### config.mk
export PLATFORM = sky130hd
export DESIGN_NAME = tsa_top
export DESIGN_NICKNAME = d
export VERILOG_FILES = /design/src/shared/tsa_pkg.sv /design/src/core/tsa_fifo.sv /design/src/core/tsa_top.sv
export SDC_FILE = /design/constraint.sdc
export NUM_CORES = 2
export LEC_CHECK = 0
export BUFFER_PORTS_ARGS = -buffer_cell sky130_fd_sc_hd__buf_2
export CAP_MARGIN = 40
export CORE_MARGIN = 2
export CORE_UTILIZATION = 30
export DETAILED_ROUTE_END_ITERATION = 8
export PLACE_DENSITY = 0.43
export RECOVER_POWER = 25
export SYNTH_ARGS = -nofsm -noshare
export SYNTH_HDL_FRONTEND = slang
export SYNTH_SLANG_ARGS = --single-unit
### constraint.sdc
create_clock -name CLOCK_I -period 34.6 [get_ports CLOCK_I]
set_input_delay 1.73 -clock CLOCK_I [delete_from_list [all_inputs] [get_ports CLOCK_I]]
set_output_delay 1.73 -clock CLOCK_I [all_outputs]
set_load 0.05 [all_outputs]
### src/shared/tsa_pkg.sv
// constants, types and register map of the triggered spectrum acquisition block
`default_nettype none
package tsa_pkg;
  localparam logic [7:0] ADDR_CTRL = 8'h00;
  localparam logic [7:0] ADDR_EXPO = 8'h04;
  localparam logic [7:0] ADDR_FRAMES = 8'h08;
  localparam logic [7:0] ADDR_OFFSET = 8'h0C;
  localparam logic [7:0] ADDR_UIO = 8'h10;
  localparam logic [7:0] ADDR_STATUS = 8'h14;
  localparam logic [7:0] ADDR_LIST = 8'h20;
  localparam int unsigned LIST_DEPTH = 8;
  localparam int unsigned CTRL_MODE_LSB = 0;
  localparam int unsigned CTRL_EDGE_BIT = 2;
  localparam int unsigned CTRL_ARM_BIT = 3;
  localparam int unsigned CTRL_LIGHT_BIT = 4;
  localparam int unsigned UIO_OE_LSB = 8;
  localparam int unsigned UIO_IN_LSB = 16;
  localparam int unsigned STAT_STORED_LSB = 16;
  localparam int unsigned UIO_WIDTH = 6;
  localparam logic [11:0] PIX_DUMMY_A_LAST = 12'h00C;
  localparam logic [11:0] PIX_BLACK_LAST = 12'h01E;
  localparam logic [11:0] PIX_DUMMY_B_LAST = 12'h020;
  localparam logic [11:0] PIX_ACTIVE_LAST = 12'h820;
  localparam logic [11:0] PIX_LINE_LAST = 12'h826;
  localparam int unsigned WARM_PULSES = 22500;
  localparam logic [11:0] MAX_SPECTRA = 12'hFA0;
  localparam logic [15:0] PIX_FULL_SCALE = 16'hFFFF;
  localparam logic [15:0] OFFSET_RST = 16'h03E8;
  localparam logic [31:0] EXPO_RST = 32'h0000_C350;
  localparam logic [11:0] FRAMES_RST = 12'h001;
  localparam logic [1:0] RESP_OKAY = 2'h0;
  localparam logic [1:0] RESP_SLVERR = 2'h2;

  typedef enum logic [1:0] {MODE_SINGLE = 2'h0, MODE_FRAMES = 2'h1, MODE_LIST = 2'h2} tsa_mode_t;
  typedef enum logic [1:0] {REG_DUMMY = 2'h0, REG_BLACK = 2'h1, REG_ACTIVE = 2'h2} tsa_region_t;
  typedef enum logic [2:0] {
    ST_IDLE = 3'h0, ST_WAIT = 3'h1, ST_EXPOSE = 3'h3, ST_DRAIN = 3'h2, ST_DONE = 3'h6
  } tsa_state_t;
  typedef struct packed {
    tsa_region_t region;
    logic [15:0] value;
  } tsa_pix_t;
endpackage
`default_nettype wire

### src/core/tsa_fifo.sv
// pixel FIFO with a registered read stage
`timescale 1ns/1ps
`default_nettype none
module tsa_fifo #(
  parameter int unsigned WIDTH = 18,
  parameter int unsigned DEPTH = 32
) (
  input wire logic clk_i,
  input wire logic rst_i,
  input wire logic ce_i,
  input wire logic [WIDTH-1:0] in_data_i,
  input wire logic in_valid_i,
  output logic in_ready_o,
  output logic [WIDTH-1:0] out_data_o,
  output logic out_valid_o,
  input wire logic out_ready_i
);
  localparam int unsigned AW = $clog2(DEPTH);
  logic [WIDTH-1:0] mem [DEPTH];
  logic [AW-1:0] wr_ff, nxt_wr, rd_ff, nxt_rd;
  logic [AW:0] cnt_ff, nxt_cnt;
  logic [WIDTH-1:0] dout_ff, nxt_dout;
  logic ovalid_ff, nxt_ovalid;
  logic push, pop;

  assign in_ready_o = (cnt_ff != (AW+1)'(DEPTH));
  assign out_data_o = dout_ff;
  assign out_valid_o = ovalid_ff;

  always_comb
  begin
    push = in_valid_i && in_ready_o;
    pop = (cnt_ff != '0) && (!ovalid_ff || out_ready_i);
    nxt_wr = push ? wr_ff + AW'(1) : wr_ff;
    nxt_rd = pop ? rd_ff + AW'(1) : rd_ff;
    nxt_cnt = cnt_ff + (AW+1)'(push) - (AW+1)'(pop);
    nxt_dout = pop ? mem[rd_ff] : dout_ff;
    nxt_ovalid = pop ? 1'b1 : (out_ready_i ? 1'b0 : ovalid_ff);
  end

  always_ff @(posedge clk_i)
  begin
    if (ce_i && push)
    begin
      mem[wr_ff] <= in_data_i;
    end
  end

  always_ff @(posedge clk_i or posedge rst_i)
  begin
    if (rst_i)
    begin
      wr_ff <= '0;
      rd_ff <= '0;
      cnt_ff <= '0;
      dout_ff <= '0;
      ovalid_ff <= 1'b0;
    end
    else if (ce_i)
    begin
      wr_ff <= nxt_wr;
      rd_ff <= nxt_rd;
      cnt_ff <= nxt_cnt;
      dout_ff <= nxt_dout;
      ovalid_ff <= nxt_ovalid;
    end
  end
endmodule // tsa_fifo
`default_nettype wire

### src/core/tsa_top.sv
// acquisition controller: register slave, trigger modes, sensor readout, pixel stream
//
// Decided for this implementation: the AXI4-Lite interface to the registers and the address map.
`timescale 1ns/1ps
`default_nettype none
module tsa_top #(
  parameter int unsigned SCLK_DIV = 2,
  parameter int unsigned WARM_PULSES = tsa_pkg::WARM_PULSES,
  parameter int unsigned FIFO_DEPTH = 32
) (
  input wire logic CLOCK_I,
  input wire logic RST_I,
  input wire logic CE_I,
  input wire logic [7:0] S_AXI_AWADDR_I,
  input wire logic S_AXI_AWVALID_I,
  output logic S_AXI_AWREADY_O,
  input wire logic [31:0] S_AXI_WDATA_I,
  input wire logic [3:0] S_AXI_WSTRB_I,
  input wire logic S_AXI_WVALID_I,
  output logic S_AXI_WREADY_O,
  output logic [1:0] S_AXI_BRESP_O,
  output logic S_AXI_BVALID_O,
  input wire logic S_AXI_BREADY_I,
  input wire logic [7:0] S_AXI_ARADDR_I,
  input wire logic S_AXI_ARVALID_I,
  output logic S_AXI_ARREADY_O,
  output logic [31:0] S_AXI_RDATA_O,
  output logic [1:0] S_AXI_RRESP_O,
  output logic S_AXI_RVALID_O,
  input wire logic S_AXI_RREADY_I,
  input wire logic TRIGGER_I,
  input wire logic [15:0] PIX_DATA_I,
  input wire logic [5:0] USER_IO_I,
  output logic [5:0] USER_IO_O,
  output logic [5:0] USER_IO_OE_O,
  output logic LIGHT_SOURCE_O,
  output logic [15:0] FE_OFFSET_O,
  output logic SENSOR_CLK_O,
  output logic SENSOR_XFER_O,
  output tsa_pkg::tsa_pix_t SPEC_TDATA_O,
  output logic SPEC_TVALID_O,
  input wire logic SPEC_TREADY_I,
  output logic HOST_SEND_O,
  output logic ACQ_BUSY_O
);
  import tsa_pkg::*;

  localparam logic [7:0] DIV_LAST = 8'(SCLK_DIV - 1);
  localparam logic [14:0] WARM_LAST = 15'(WARM_PULSES - 1);

  // pin synchronisers
  logic trig_s1_ff, trig_s2_ff, trig_s3_ff;
  logic [15:0] pix_s1_ff, pix_s2_ff;
  logic [5:0] uio_s1_ff, uio_s2_ff;

  // software state
  tsa_mode_t mode_ff, nxt_mode;
  logic edge_ff, nxt_edge, light_ff, nxt_light;
  logic [31:0] expo_ff, nxt_expo;
  logic [11:0] frames_ff, nxt_frames;
  logic [15:0] offset_ff, nxt_offset;
  logic [5:0] uout_ff, nxt_uout, uoe_ff, nxt_uoe;
  logic [31:0] list_ff [LIST_DEPTH];
  logic [31:0] nxt_list [LIST_DEPTH];

  // bus handshake
  logic awready_ff, nxt_awready, bvalid_ff, nxt_bvalid, arready_ff, nxt_arready, rvalid_ff, nxt_rvalid;
  logic [1:0] bresp_ff, nxt_bresp, rresp_ff, nxt_rresp;
  logic [31:0] rdata_ff, nxt_rdata;
  logic wr_fire, rd_fire, wr_hit, arm;

  // acquisition
  tsa_state_t state_ff, nxt_state;
  logic [31:0] cnt_ff, nxt_cnt;
  logic [11:0] taken_ff, nxt_taken, stored_ff, nxt_stored, pix_ff, nxt_pix;
  logic [2:0] idx_ff, nxt_idx;
  logic xfer_ff, nxt_xfer, send_ff, nxt_send, rd_busy_ff, nxt_rd_busy, busy_ff, nxt_busy;
  logic [7:0] div_ff, nxt_div;
  logic sclk_ff, nxt_sclk, warm_ok_ff, nxt_warm_ok;
  logic [14:0] warm_ff, nxt_warm;
  logic trig_hit, arm_ok, fifo_ready, rise, stall, push, more;
  tsa_pix_t push_data;

  function automatic logic [31:0] merge(input logic [31:0] old, input logic [31:0] dat, input logic [3:0] strb);
    logic [31:0] res;
    res = old;
    for (int b = 0; b < 4; b++)
    begin
      if (strb[b])
      begin
        res[8*b +: 8] = dat[8*b +: 8];
      end
    end
    return res;
  endfunction

  function automatic tsa_region_t classify(input logic [11:0] idx);
    tsa_region_t r;
    r = REG_DUMMY;
    if (idx > PIX_DUMMY_A_LAST && idx <= PIX_BLACK_LAST)
    begin
      r = REG_BLACK;
    end
    else if (idx > PIX_DUMMY_B_LAST && idx <= PIX_ACTIVE_LAST)
    begin
      r = REG_ACTIVE;
    end
    return r;
  endfunction

  always_ff @(posedge CLOCK_I or posedge RST_I)
  begin
    if (RST_I)
    begin
      trig_s1_ff <= 1'b0;
      trig_s2_ff <= 1'b0;
      trig_s3_ff <= 1'b0;
      pix_s1_ff <= '0;
      pix_s2_ff <= '0;
      uio_s1_ff <= '0;
      uio_s2_ff <= '0;
    end
    else if (CE_I)
    begin
      trig_s1_ff <= TRIGGER_I;
      trig_s2_ff <= trig_s1_ff;
      trig_s3_ff <= trig_s2_ff;
      pix_s1_ff <= PIX_DATA_I;
      pix_s2_ff <= pix_s1_ff;
      uio_s1_ff <= USER_IO_I;
      uio_s2_ff <= uio_s1_ff;
    end
  end

  // write and read take place on the cycle the registered ready meets valid
  assign wr_fire = awready_ff && S_AXI_AWVALID_I && S_AXI_WVALID_I;
  assign rd_fire = arready_ff && S_AXI_ARVALID_I;
  assign arm = wr_fire && S_AXI_AWADDR_I == ADDR_CTRL && S_AXI_WSTRB_I[0] && S_AXI_WDATA_I[CTRL_ARM_BIT];

  always_comb
  begin
    nxt_awready = !awready_ff && !bvalid_ff && S_AXI_AWVALID_I && S_AXI_WVALID_I;
    nxt_arready = !arready_ff && !rvalid_ff && S_AXI_ARVALID_I;
    nxt_bvalid = wr_fire ? 1'b1 : (S_AXI_BREADY_I ? 1'b0 : bvalid_ff);
    nxt_rvalid = rd_fire ? 1'b1 : (S_AXI_RREADY_I ? 1'b0 : rvalid_ff);
    nxt_bresp = bresp_ff;
    nxt_rresp = rresp_ff;
    nxt_rdata = rdata_ff;
    wr_hit = 1'b1;
    nxt_mode = mode_ff;
    nxt_edge = edge_ff;
    nxt_light = light_ff;
    nxt_expo = expo_ff;
    nxt_frames = frames_ff;
    nxt_offset = offset_ff;
    nxt_uout = uout_ff;
    nxt_uoe = uoe_ff;
    nxt_list = list_ff;
    if (wr_fire)
    begin
      case (S_AXI_AWADDR_I)
        ADDR_CTRL:
        begin
          if (S_AXI_WSTRB_I[0])
          begin
            nxt_mode = tsa_mode_t'(S_AXI_WDATA_I[CTRL_MODE_LSB +: 2]);
            nxt_edge = S_AXI_WDATA_I[CTRL_EDGE_BIT];
            nxt_light = S_AXI_WDATA_I[CTRL_LIGHT_BIT];
          end
        end
        ADDR_EXPO: nxt_expo = merge(expo_ff, S_AXI_WDATA_I, S_AXI_WSTRB_I);
        ADDR_FRAMES: nxt_frames = 12'(merge({20'h0, frames_ff}, S_AXI_WDATA_I, S_AXI_WSTRB_I));
        ADDR_OFFSET: nxt_offset = 16'(merge({16'h0, offset_ff}, S_AXI_WDATA_I, S_AXI_WSTRB_I));
        ADDR_UIO:
        begin
          if (S_AXI_WSTRB_I[0])
          begin
            nxt_uout = S_AXI_WDATA_I[5:0];
          end
          if (S_AXI_WSTRB_I[1])
          begin
            nxt_uoe = S_AXI_WDATA_I[UIO_OE_LSB +: UIO_WIDTH];
          end
        end
        default:
        begin
          if (S_AXI_AWADDR_I[7:5] == ADDR_LIST[7:5] && S_AXI_AWADDR_I[1:0] == 2'h0)
          begin
            nxt_list[S_AXI_AWADDR_I[4:2]] = merge(list_ff[S_AXI_AWADDR_I[4:2]], S_AXI_WDATA_I, S_AXI_WSTRB_I);
          end
          else
          begin
            wr_hit = 1'b0;
          end
        end
      endcase
      nxt_bresp = wr_hit ? RESP_OKAY : RESP_SLVERR;
    end
    if (rd_fire)
    begin
      nxt_rresp = RESP_OKAY;
      case (S_AXI_ARADDR_I)
        ADDR_CTRL: nxt_rdata = {27'h0, light_ff, 1'b0, edge_ff, mode_ff};
        ADDR_EXPO: nxt_rdata = expo_ff;
        ADDR_FRAMES: nxt_rdata = {20'h0, frames_ff};
        ADDR_OFFSET: nxt_rdata = {16'h0, offset_ff};
        ADDR_UIO: nxt_rdata = {10'h0, uio_s2_ff, 2'h0, uoe_ff, 2'h0, uout_ff};
        ADDR_STATUS: nxt_rdata = {4'h0, stored_ff, 12'h0, send_ff, rd_busy_ff, warm_ok_ff, ACQ_BUSY_O};
        default:
        begin
          if (S_AXI_ARADDR_I[7:5] == ADDR_LIST[7:5] && S_AXI_ARADDR_I[1:0] == 2'h0)
          begin
            nxt_rdata = list_ff[S_AXI_ARADDR_I[4:2]];
          end
          else
          begin
            nxt_rdata = 32'h0000_0000;
            nxt_rresp = RESP_SLVERR;
          end
        end
      endcase
    end
  end

  always_ff @(posedge CLOCK_I or posedge RST_I)
  begin
    if (RST_I)
    begin
      awready_ff <= 1'b0;
      arready_ff <= 1'b0;
      bvalid_ff <= 1'b0;
      rvalid_ff <= 1'b0;
      bresp_ff <= RESP_OKAY;
      rresp_ff <= RESP_OKAY;
      rdata_ff <= '0;
      mode_ff <= MODE_SINGLE;
      edge_ff <= 1'b0;
      light_ff <= 1'b0;
      expo_ff <= EXPO_RST;
      frames_ff <= FRAMES_RST;
      offset_ff <= OFFSET_RST;
      uout_ff <= '0;
      uoe_ff <= '0;
      for (int i = 0; i < LIST_DEPTH; i++)
      begin
        list_ff[i] <= EXPO_RST;
      end
    end
    else if (CE_I)
    begin
      awready_ff <= nxt_awready;
      arready_ff <= nxt_arready;
      bvalid_ff <= nxt_bvalid;
      rvalid_ff <= nxt_rvalid;
      bresp_ff <= nxt_bresp;
      rresp_ff <= nxt_rresp;
      rdata_ff <= nxt_rdata;
      mode_ff <= nxt_mode;
      edge_ff <= nxt_edge;
      light_ff <= nxt_light;
      expo_ff <= nxt_expo;
      frames_ff <= nxt_frames;
      offset_ff <= nxt_offset;
      uout_ff <= nxt_uout;
      uoe_ff <= nxt_uoe;
      list_ff <= nxt_list;
    end
  end

  // edge detector reads only synchronised stages
  assign trig_hit = edge_ff ? (trig_s3_ff && !trig_s2_ff) : (!trig_s3_ff && trig_s2_ff);
  // a stalled FIFO freezes the sensor clock so no pixel is dropped once warm_ok_ff is set
  assign stall = rd_busy_ff && !fifo_ready;
  assign rise = !stall && div_ff == DIV_LAST && !sclk_ff;
  assign push = rd_busy_ff && rise && warm_ok_ff;
  assign push_data = '{region: classify(pix_ff), value: pix_s2_ff};
  assign arm_ok = frames_ff != 12'h000 && frames_ff <= MAX_SPECTRA
    && (mode_ff != MODE_LIST || frames_ff <= 12'(LIST_DEPTH));
  assign more = taken_ff + 12'h001 < frames_ff;

  always_comb
  begin
    nxt_state = state_ff;
    nxt_cnt = cnt_ff;
    nxt_taken = taken_ff;
    nxt_idx = idx_ff;
    nxt_xfer = 1'b0;
    nxt_send = send_ff;
    nxt_stored = stored_ff;
    nxt_pix = pix_ff;
    nxt_rd_busy = rd_busy_ff;
    nxt_div = stall ? div_ff : (div_ff == DIV_LAST ? 8'h00 : div_ff + 8'h01);
    nxt_sclk = (!stall && div_ff == DIV_LAST) ? !sclk_ff : sclk_ff;
    nxt_warm = warm_ff;
    nxt_warm_ok = warm_ok_ff;
    if (rise && !warm_ok_ff)
    begin
      nxt_warm = warm_ff + 15'h0001;
      nxt_warm_ok = warm_ff == WARM_LAST;
    end
    if (rise && rd_busy_ff)
    begin
      nxt_pix = pix_ff + 12'h001;
      if (pix_ff == PIX_LINE_LAST)
      begin
        nxt_rd_busy = 1'b0;
        nxt_stored = stored_ff + 12'h001;
      end
    end
    case (state_ff)
      ST_IDLE, ST_DONE:
      begin
        if (arm && arm_ok)
        begin
          nxt_state = ST_WAIT;
          nxt_taken = 12'h000;
          nxt_idx = 3'h0;
          nxt_stored = 12'h000;
          nxt_send = 1'b0;
        end
      end
      ST_WAIT:
      begin
        if (trig_hit)
        begin
          nxt_state = ST_EXPOSE;
          nxt_cnt = mode_ff == MODE_LIST ? list_ff[idx_ff] : expo_ff;
        end
      end
      ST_EXPOSE:
      begin
        // triggers are not looked at here, so they fall away
        if (cnt_ff > 32'h0000_0001)
        begin
          nxt_cnt = cnt_ff - 32'h0000_0001;
        end
        else if (!rd_busy_ff)
        begin
          nxt_xfer = 1'b1;
          nxt_rd_busy = 1'b1;
          nxt_pix = 12'h001;
          nxt_taken = taken_ff + 12'h001;
          if (mode_ff == MODE_FRAMES && more)
          begin
            nxt_cnt = expo_ff;
          end
          else if (mode_ff == MODE_LIST && more)
          begin
            nxt_idx = idx_ff + 3'h1;
            nxt_state = ST_WAIT;
          end
          else
          begin
            nxt_state = ST_DRAIN;
          end
        end
      end
      ST_DRAIN:
      begin
        if (!rd_busy_ff)
        begin
          nxt_state = ST_DONE;
          nxt_send = 1'b1;
        end
      end
      default: nxt_state = ST_IDLE;
    endcase
    nxt_busy = (nxt_state != ST_IDLE) && (nxt_state != ST_DONE);
  end

  always_ff @(posedge CLOCK_I or posedge RST_I)
  begin
    if (RST_I)
    begin
      state_ff <= ST_IDLE;
      cnt_ff <= '0;
      taken_ff <= '0;
      idx_ff <= '0;
      xfer_ff <= 1'b0;
      send_ff <= 1'b0;
      stored_ff <= '0;
      pix_ff <= '0;
      rd_busy_ff <= 1'b0;
      div_ff <= '0;
      sclk_ff <= 1'b0;
      warm_ff <= '0;
      warm_ok_ff <= 1'b0;
      busy_ff <= 1'b0;
    end
    else if (CE_I)
    begin
      state_ff <= nxt_state;
      cnt_ff <= nxt_cnt;
      taken_ff <= nxt_taken;
      idx_ff <= nxt_idx;
      xfer_ff <= nxt_xfer;
      send_ff <= nxt_send;
      stored_ff <= nxt_stored;
      pix_ff <= nxt_pix;
      rd_busy_ff <= nxt_rd_busy;
      div_ff <= nxt_div;
      sclk_ff <= nxt_sclk;
      warm_ff <= nxt_warm;
      warm_ok_ff <= nxt_warm_ok;
      busy_ff <= nxt_busy;
    end
  end

  tsa_fifo #(
    .WIDTH($bits(tsa_pix_t)),
    .DEPTH(FIFO_DEPTH)
  ) u_fifo (
    .clk_i(CLOCK_I),
    .rst_i(RST_I),
    .ce_i(CE_I),
    .in_data_i(push_data),
    .in_valid_i(push),
    .in_ready_o(fifo_ready),
    .out_data_o(SPEC_TDATA_O),
    .out_valid_o(SPEC_TVALID_O),
    .out_ready_i(SPEC_TREADY_I)
  );

  assign S_AXI_AWREADY_O = awready_ff;
  assign S_AXI_WREADY_O = awready_ff;
  assign S_AXI_BVALID_O = bvalid_ff;
  assign S_AXI_BRESP_O = bresp_ff;
  assign S_AXI_ARREADY_O = arready_ff;
  assign S_AXI_RVALID_O = rvalid_ff;
  assign S_AXI_RRESP_O = rresp_ff;
  assign S_AXI_RDATA_O = rdata_ff;
  assign USER_IO_O = uout_ff;
  assign USER_IO_OE_O = uoe_ff;
  assign LIGHT_SOURCE_O = light_ff;
  assign FE_OFFSET_O = offset_ff;
  assign SENSOR_CLK_O = sclk_ff;
  assign SENSOR_XFER_O = xfer_ff;
  assign HOST_SEND_O = send_ff;
  assign ACQ_BUSY_O = busy_ff;
endmodule // tsa_top
`default_nettype wire

==> results.cfg <==
[run_status]
status = finished with violations
violations = capacitance limit, slew limit

[worst_hold_path]
min_to = warm_ff[9]
min_path_cells = 1
worstHoldStart = warm_ff[9]
min-delay-path-class = flop to flop

[cts]
cts.path.max_buffers = 3
holdBufCountCts = 0
clkTransAtPathRegs_ns = 0.06
cts_sinks = 1131
htreeDepth = 4
postCtsSetupBuffers = 0
clk_latency_ns = 0.77
cts_tree = yes
root_buffer = clkbuf_16
cts_buffers = 137
cts_resized = 0

[sta]
fmax_mhz = 154.7
rsz0062_at_grt = no
fin_crit_sh_pct = 18.68
whs_ns = 0.4558
worst_pin_slew_ns = 5.100
relSlewSlack_pct = -241.9
final_max_slew_viol_count = 173
setup_violations = 0
hold_viol = 0
skew_ns = 0.02544
post-route-min-period_ns = 6.462
tns_ns = 0

[route]
via_count = 30210
routed_wl_microns = 157400
drc = 0
wl_per_cell_microns = 26.44
firstDrtPassIters = 5
ant_nets = 0
via_per_inst = 5.073
drt_iter0_drc = 2173

[global_routing]
antenna_found_initial = 3
grt_util_all_layers_pct = 17.74
grt_max_degree = 153
grt_pass1_wl_microns = 230500
grt_pass1_vias = 31460
gr-total-overflow = 0

[floorplan]
die-height_microns = 421.0
start_util_pct = 30.10
rows = 153
die-area_sq_um = 177200
die_width_microns = 421.0
io_pins = 177
coreArea_sq_um = 173200

[setup_path]
arrival_ns = 7.33
required_ns = 35.47
path_max_fanout = 152
path_class = input port to asynchronous set/reset pin
critPathSlowestCell = clkinvlp_2
r2r_slack_ns = 30.62
rr_worst_depth = 9
endpoint_kind = asynchronous set/reset pin
r2r_end = u_fifo.mem[14][5]
worst-path-buf-inv = 6
cpMostUsedCell = buf_4
max_stage_delay_ns = 2.81
critical-path-top-delay-family = buffers and inverters
start_kind = input port
crit_chain = buf_2, clkinvlp_2, buf_4, buf_12, buf_4, buf_16
rr_startpoint = div_ff[1]

[power]
power_leakage_nw = 23.06
power_density_nw_per_um2 = 60.65
power.switching_w = 0.001074
pwr-share-clk_pct = 37.9
p_int_w = 0.002604
p_comb_share_pct = 19.5
pwr-share-seq_pct = 42.6
swShare_pct = 29.21
peakVddDrop_v = 0.00004042

[layout]
nets = 3638
synthToLayoutAreaGrowth_pct = 16.28
layout-drive-gt1-share_pct = 37.60

[synth]
synthArstFlopShare_pct = 49.07
synth_top_area_share_pct = 33.16
ys.flop_type = edfxtp_1
netlist_instances = 3300
synthesis.area_sq_um = 52150
synth_seq_area_share_pct = 59.94
synth_area_leaders = edfxtp_1 (33%), dfrtp_1 (24%), mux4_2 (16%)
synthTopCellsByCount = edfxtp_1 (576), dfrtp_1 (494), mux2_2 (391)
synth_area_leader_cell = edfxtp_1
ys_warn_count = 0
yosysMostFrequentCell = edfxtp_1
synth.distinct_cells = 74
ys_seq_elements = 1131
syn_area_per_cell_sq_um = 15.80
synth_edf_count = 576

[placement]
place.gp.congestion = 0.7608
hpwl_microns = 101600
numPortBuffers = 174

[job]
max_cap_viol_count = 3
-- cell families (layout without fill, tap and decap cells) --
kind of cell	count (synthesis)	after routing	share of synthesized area [%]
muxes	871	871	26.60
buffers and inverters	255	582	1.965
adders and majority gates	37	37	0.9020
and+or+nand+nor	544	544	4.923
xor gates and xnor gates	70	70	1.176
other	1	3	0.007190
DFF	1131	1131	59.94
AOI/OAI and AO/OA	391	391	4.484
-- metrics by stage --
stage | setup slack [ns] | instances | util, % | instance area (sq um) | total power, W
after CTS | 30.51 | 5953 | 35.18 | 60950 | 0.003760
after global placement | 29.40 | 5674 | 32.33 | 56000 | 0.002329
final | 28.14 | 5954 | 35.01 | 60650 | 0.003678
after global routing | 27.22 | 5953 | 35.00 | 60640 | 0.003845
after detailed placement | 29.68 | 5703 | 32.69 | 56640 | 0.002347
after floorplan | 17.45 | 3301 | - | 52160 | 0.002074
-- worst reg2reg max path: cells and delay by family, from the launching register on --
kind / cells / cell delay (ns)
and+or+nand+nor: 6 / 2.75
DFF: 1 / 0.42
buffers and inverters: 2 / 0.40
adders and majority gates: 1 / 0.12
-- power groups by stage --
stage	clock network (W)	logic (W)	registers (W)
after global routing	0.00149	0.000777	0.00158
after CTS	0.00144	0.000753	0.00157
final	0.00139	0.000717	0.00157
after floorplan	0	0.000481	0.00159
after detailed placement	0	0.000752	0.00160
after global placement	0	0.000720	0.00161
-- sequential cells by signal, indices dropped and copies added, names as in the netlist, 5 cells and up --
| signal | count |
|---|---|
| cnt_ff | 32 |
| USER_IO_O | 6 |
| u_fifo.rd_ff | 5 |
| div_ff | 8 |
| frames_ff | 12 |
| USER_IO_OE_O | 6 |
| u_fifo.out_data_o | 18 |
| stored_ff | 12 |
| u_fifo.wr_ff | 5 |
| u_fifo.mem | 576 |
| uio_s1_ff | 6 |
| taken_ff | 12 |
| expo_ff | 32 |
| warm_ff | 15 |
| pix_ff | 12 |
| pix_s1_ff | 16 |
| pix_s2_ff | 16 |
| uio_s2_ff | 6 |
| u_fifo.cnt_ff | 6 |
| FE_OFFSET_O | 16 |
| list_ff | 256 |
| S_AXI_RDATA_O | 32 |
-- area by class of cell --
cell class / count / area, sq um
antenna: 1 / 2.502
clock buffer: 198 / 3904
clock inverter: 52 / 407.9
fill: 16620 / 112600
inverter: 44 / 166.4
multi-input combinational: 1915 / 20090
sequential: 1131 / 31280
tap: 2325 / 2909
timing repair buffer: 288 / 1888
-- worst max-delay path by stage --
stage	start	to	depth (start not counted)
CTS	RST_I	list_ff[164]	6
detailed placement	RST_I	list_ff[164]	6
global route	RST_I	list_ff[164]	6
floorplan	RST_I	ACQ_BUSY_O	1
global placement	RST_I	list_ff[129]	5
finish	RST_I	list_ff[228]	6
-- placed cells by master (no fill, tap or decap), types with 45 or more instances in the layout --
cell	n
a21oi_1	78
buf_2	168
buf_4	84
clkbuf_1	59
clkbuf_16	142
dfrtp_1	487
dfstp_2	61
edfxtp_1	576
mux2_2	391
mux2i_1	107
mux4_2	373
nand2_1	208
nor2_1	107
o21ai_0	149
xnor2_1	45
-- routing by layer --
metal | vias to the layer above | global-route usage, % | wire length [microns]
met5 | - | 0 | 0
met4 | 0 | 5.953 | 5372
met3 | 223 | 2.363 | 4699
met2 | 581 | 31.24 | 81450
met1 | 16050 | 22.40 | 65910
li1 | 13350 | - | -
Note: power is estimated with default switching activity, not from simulation.
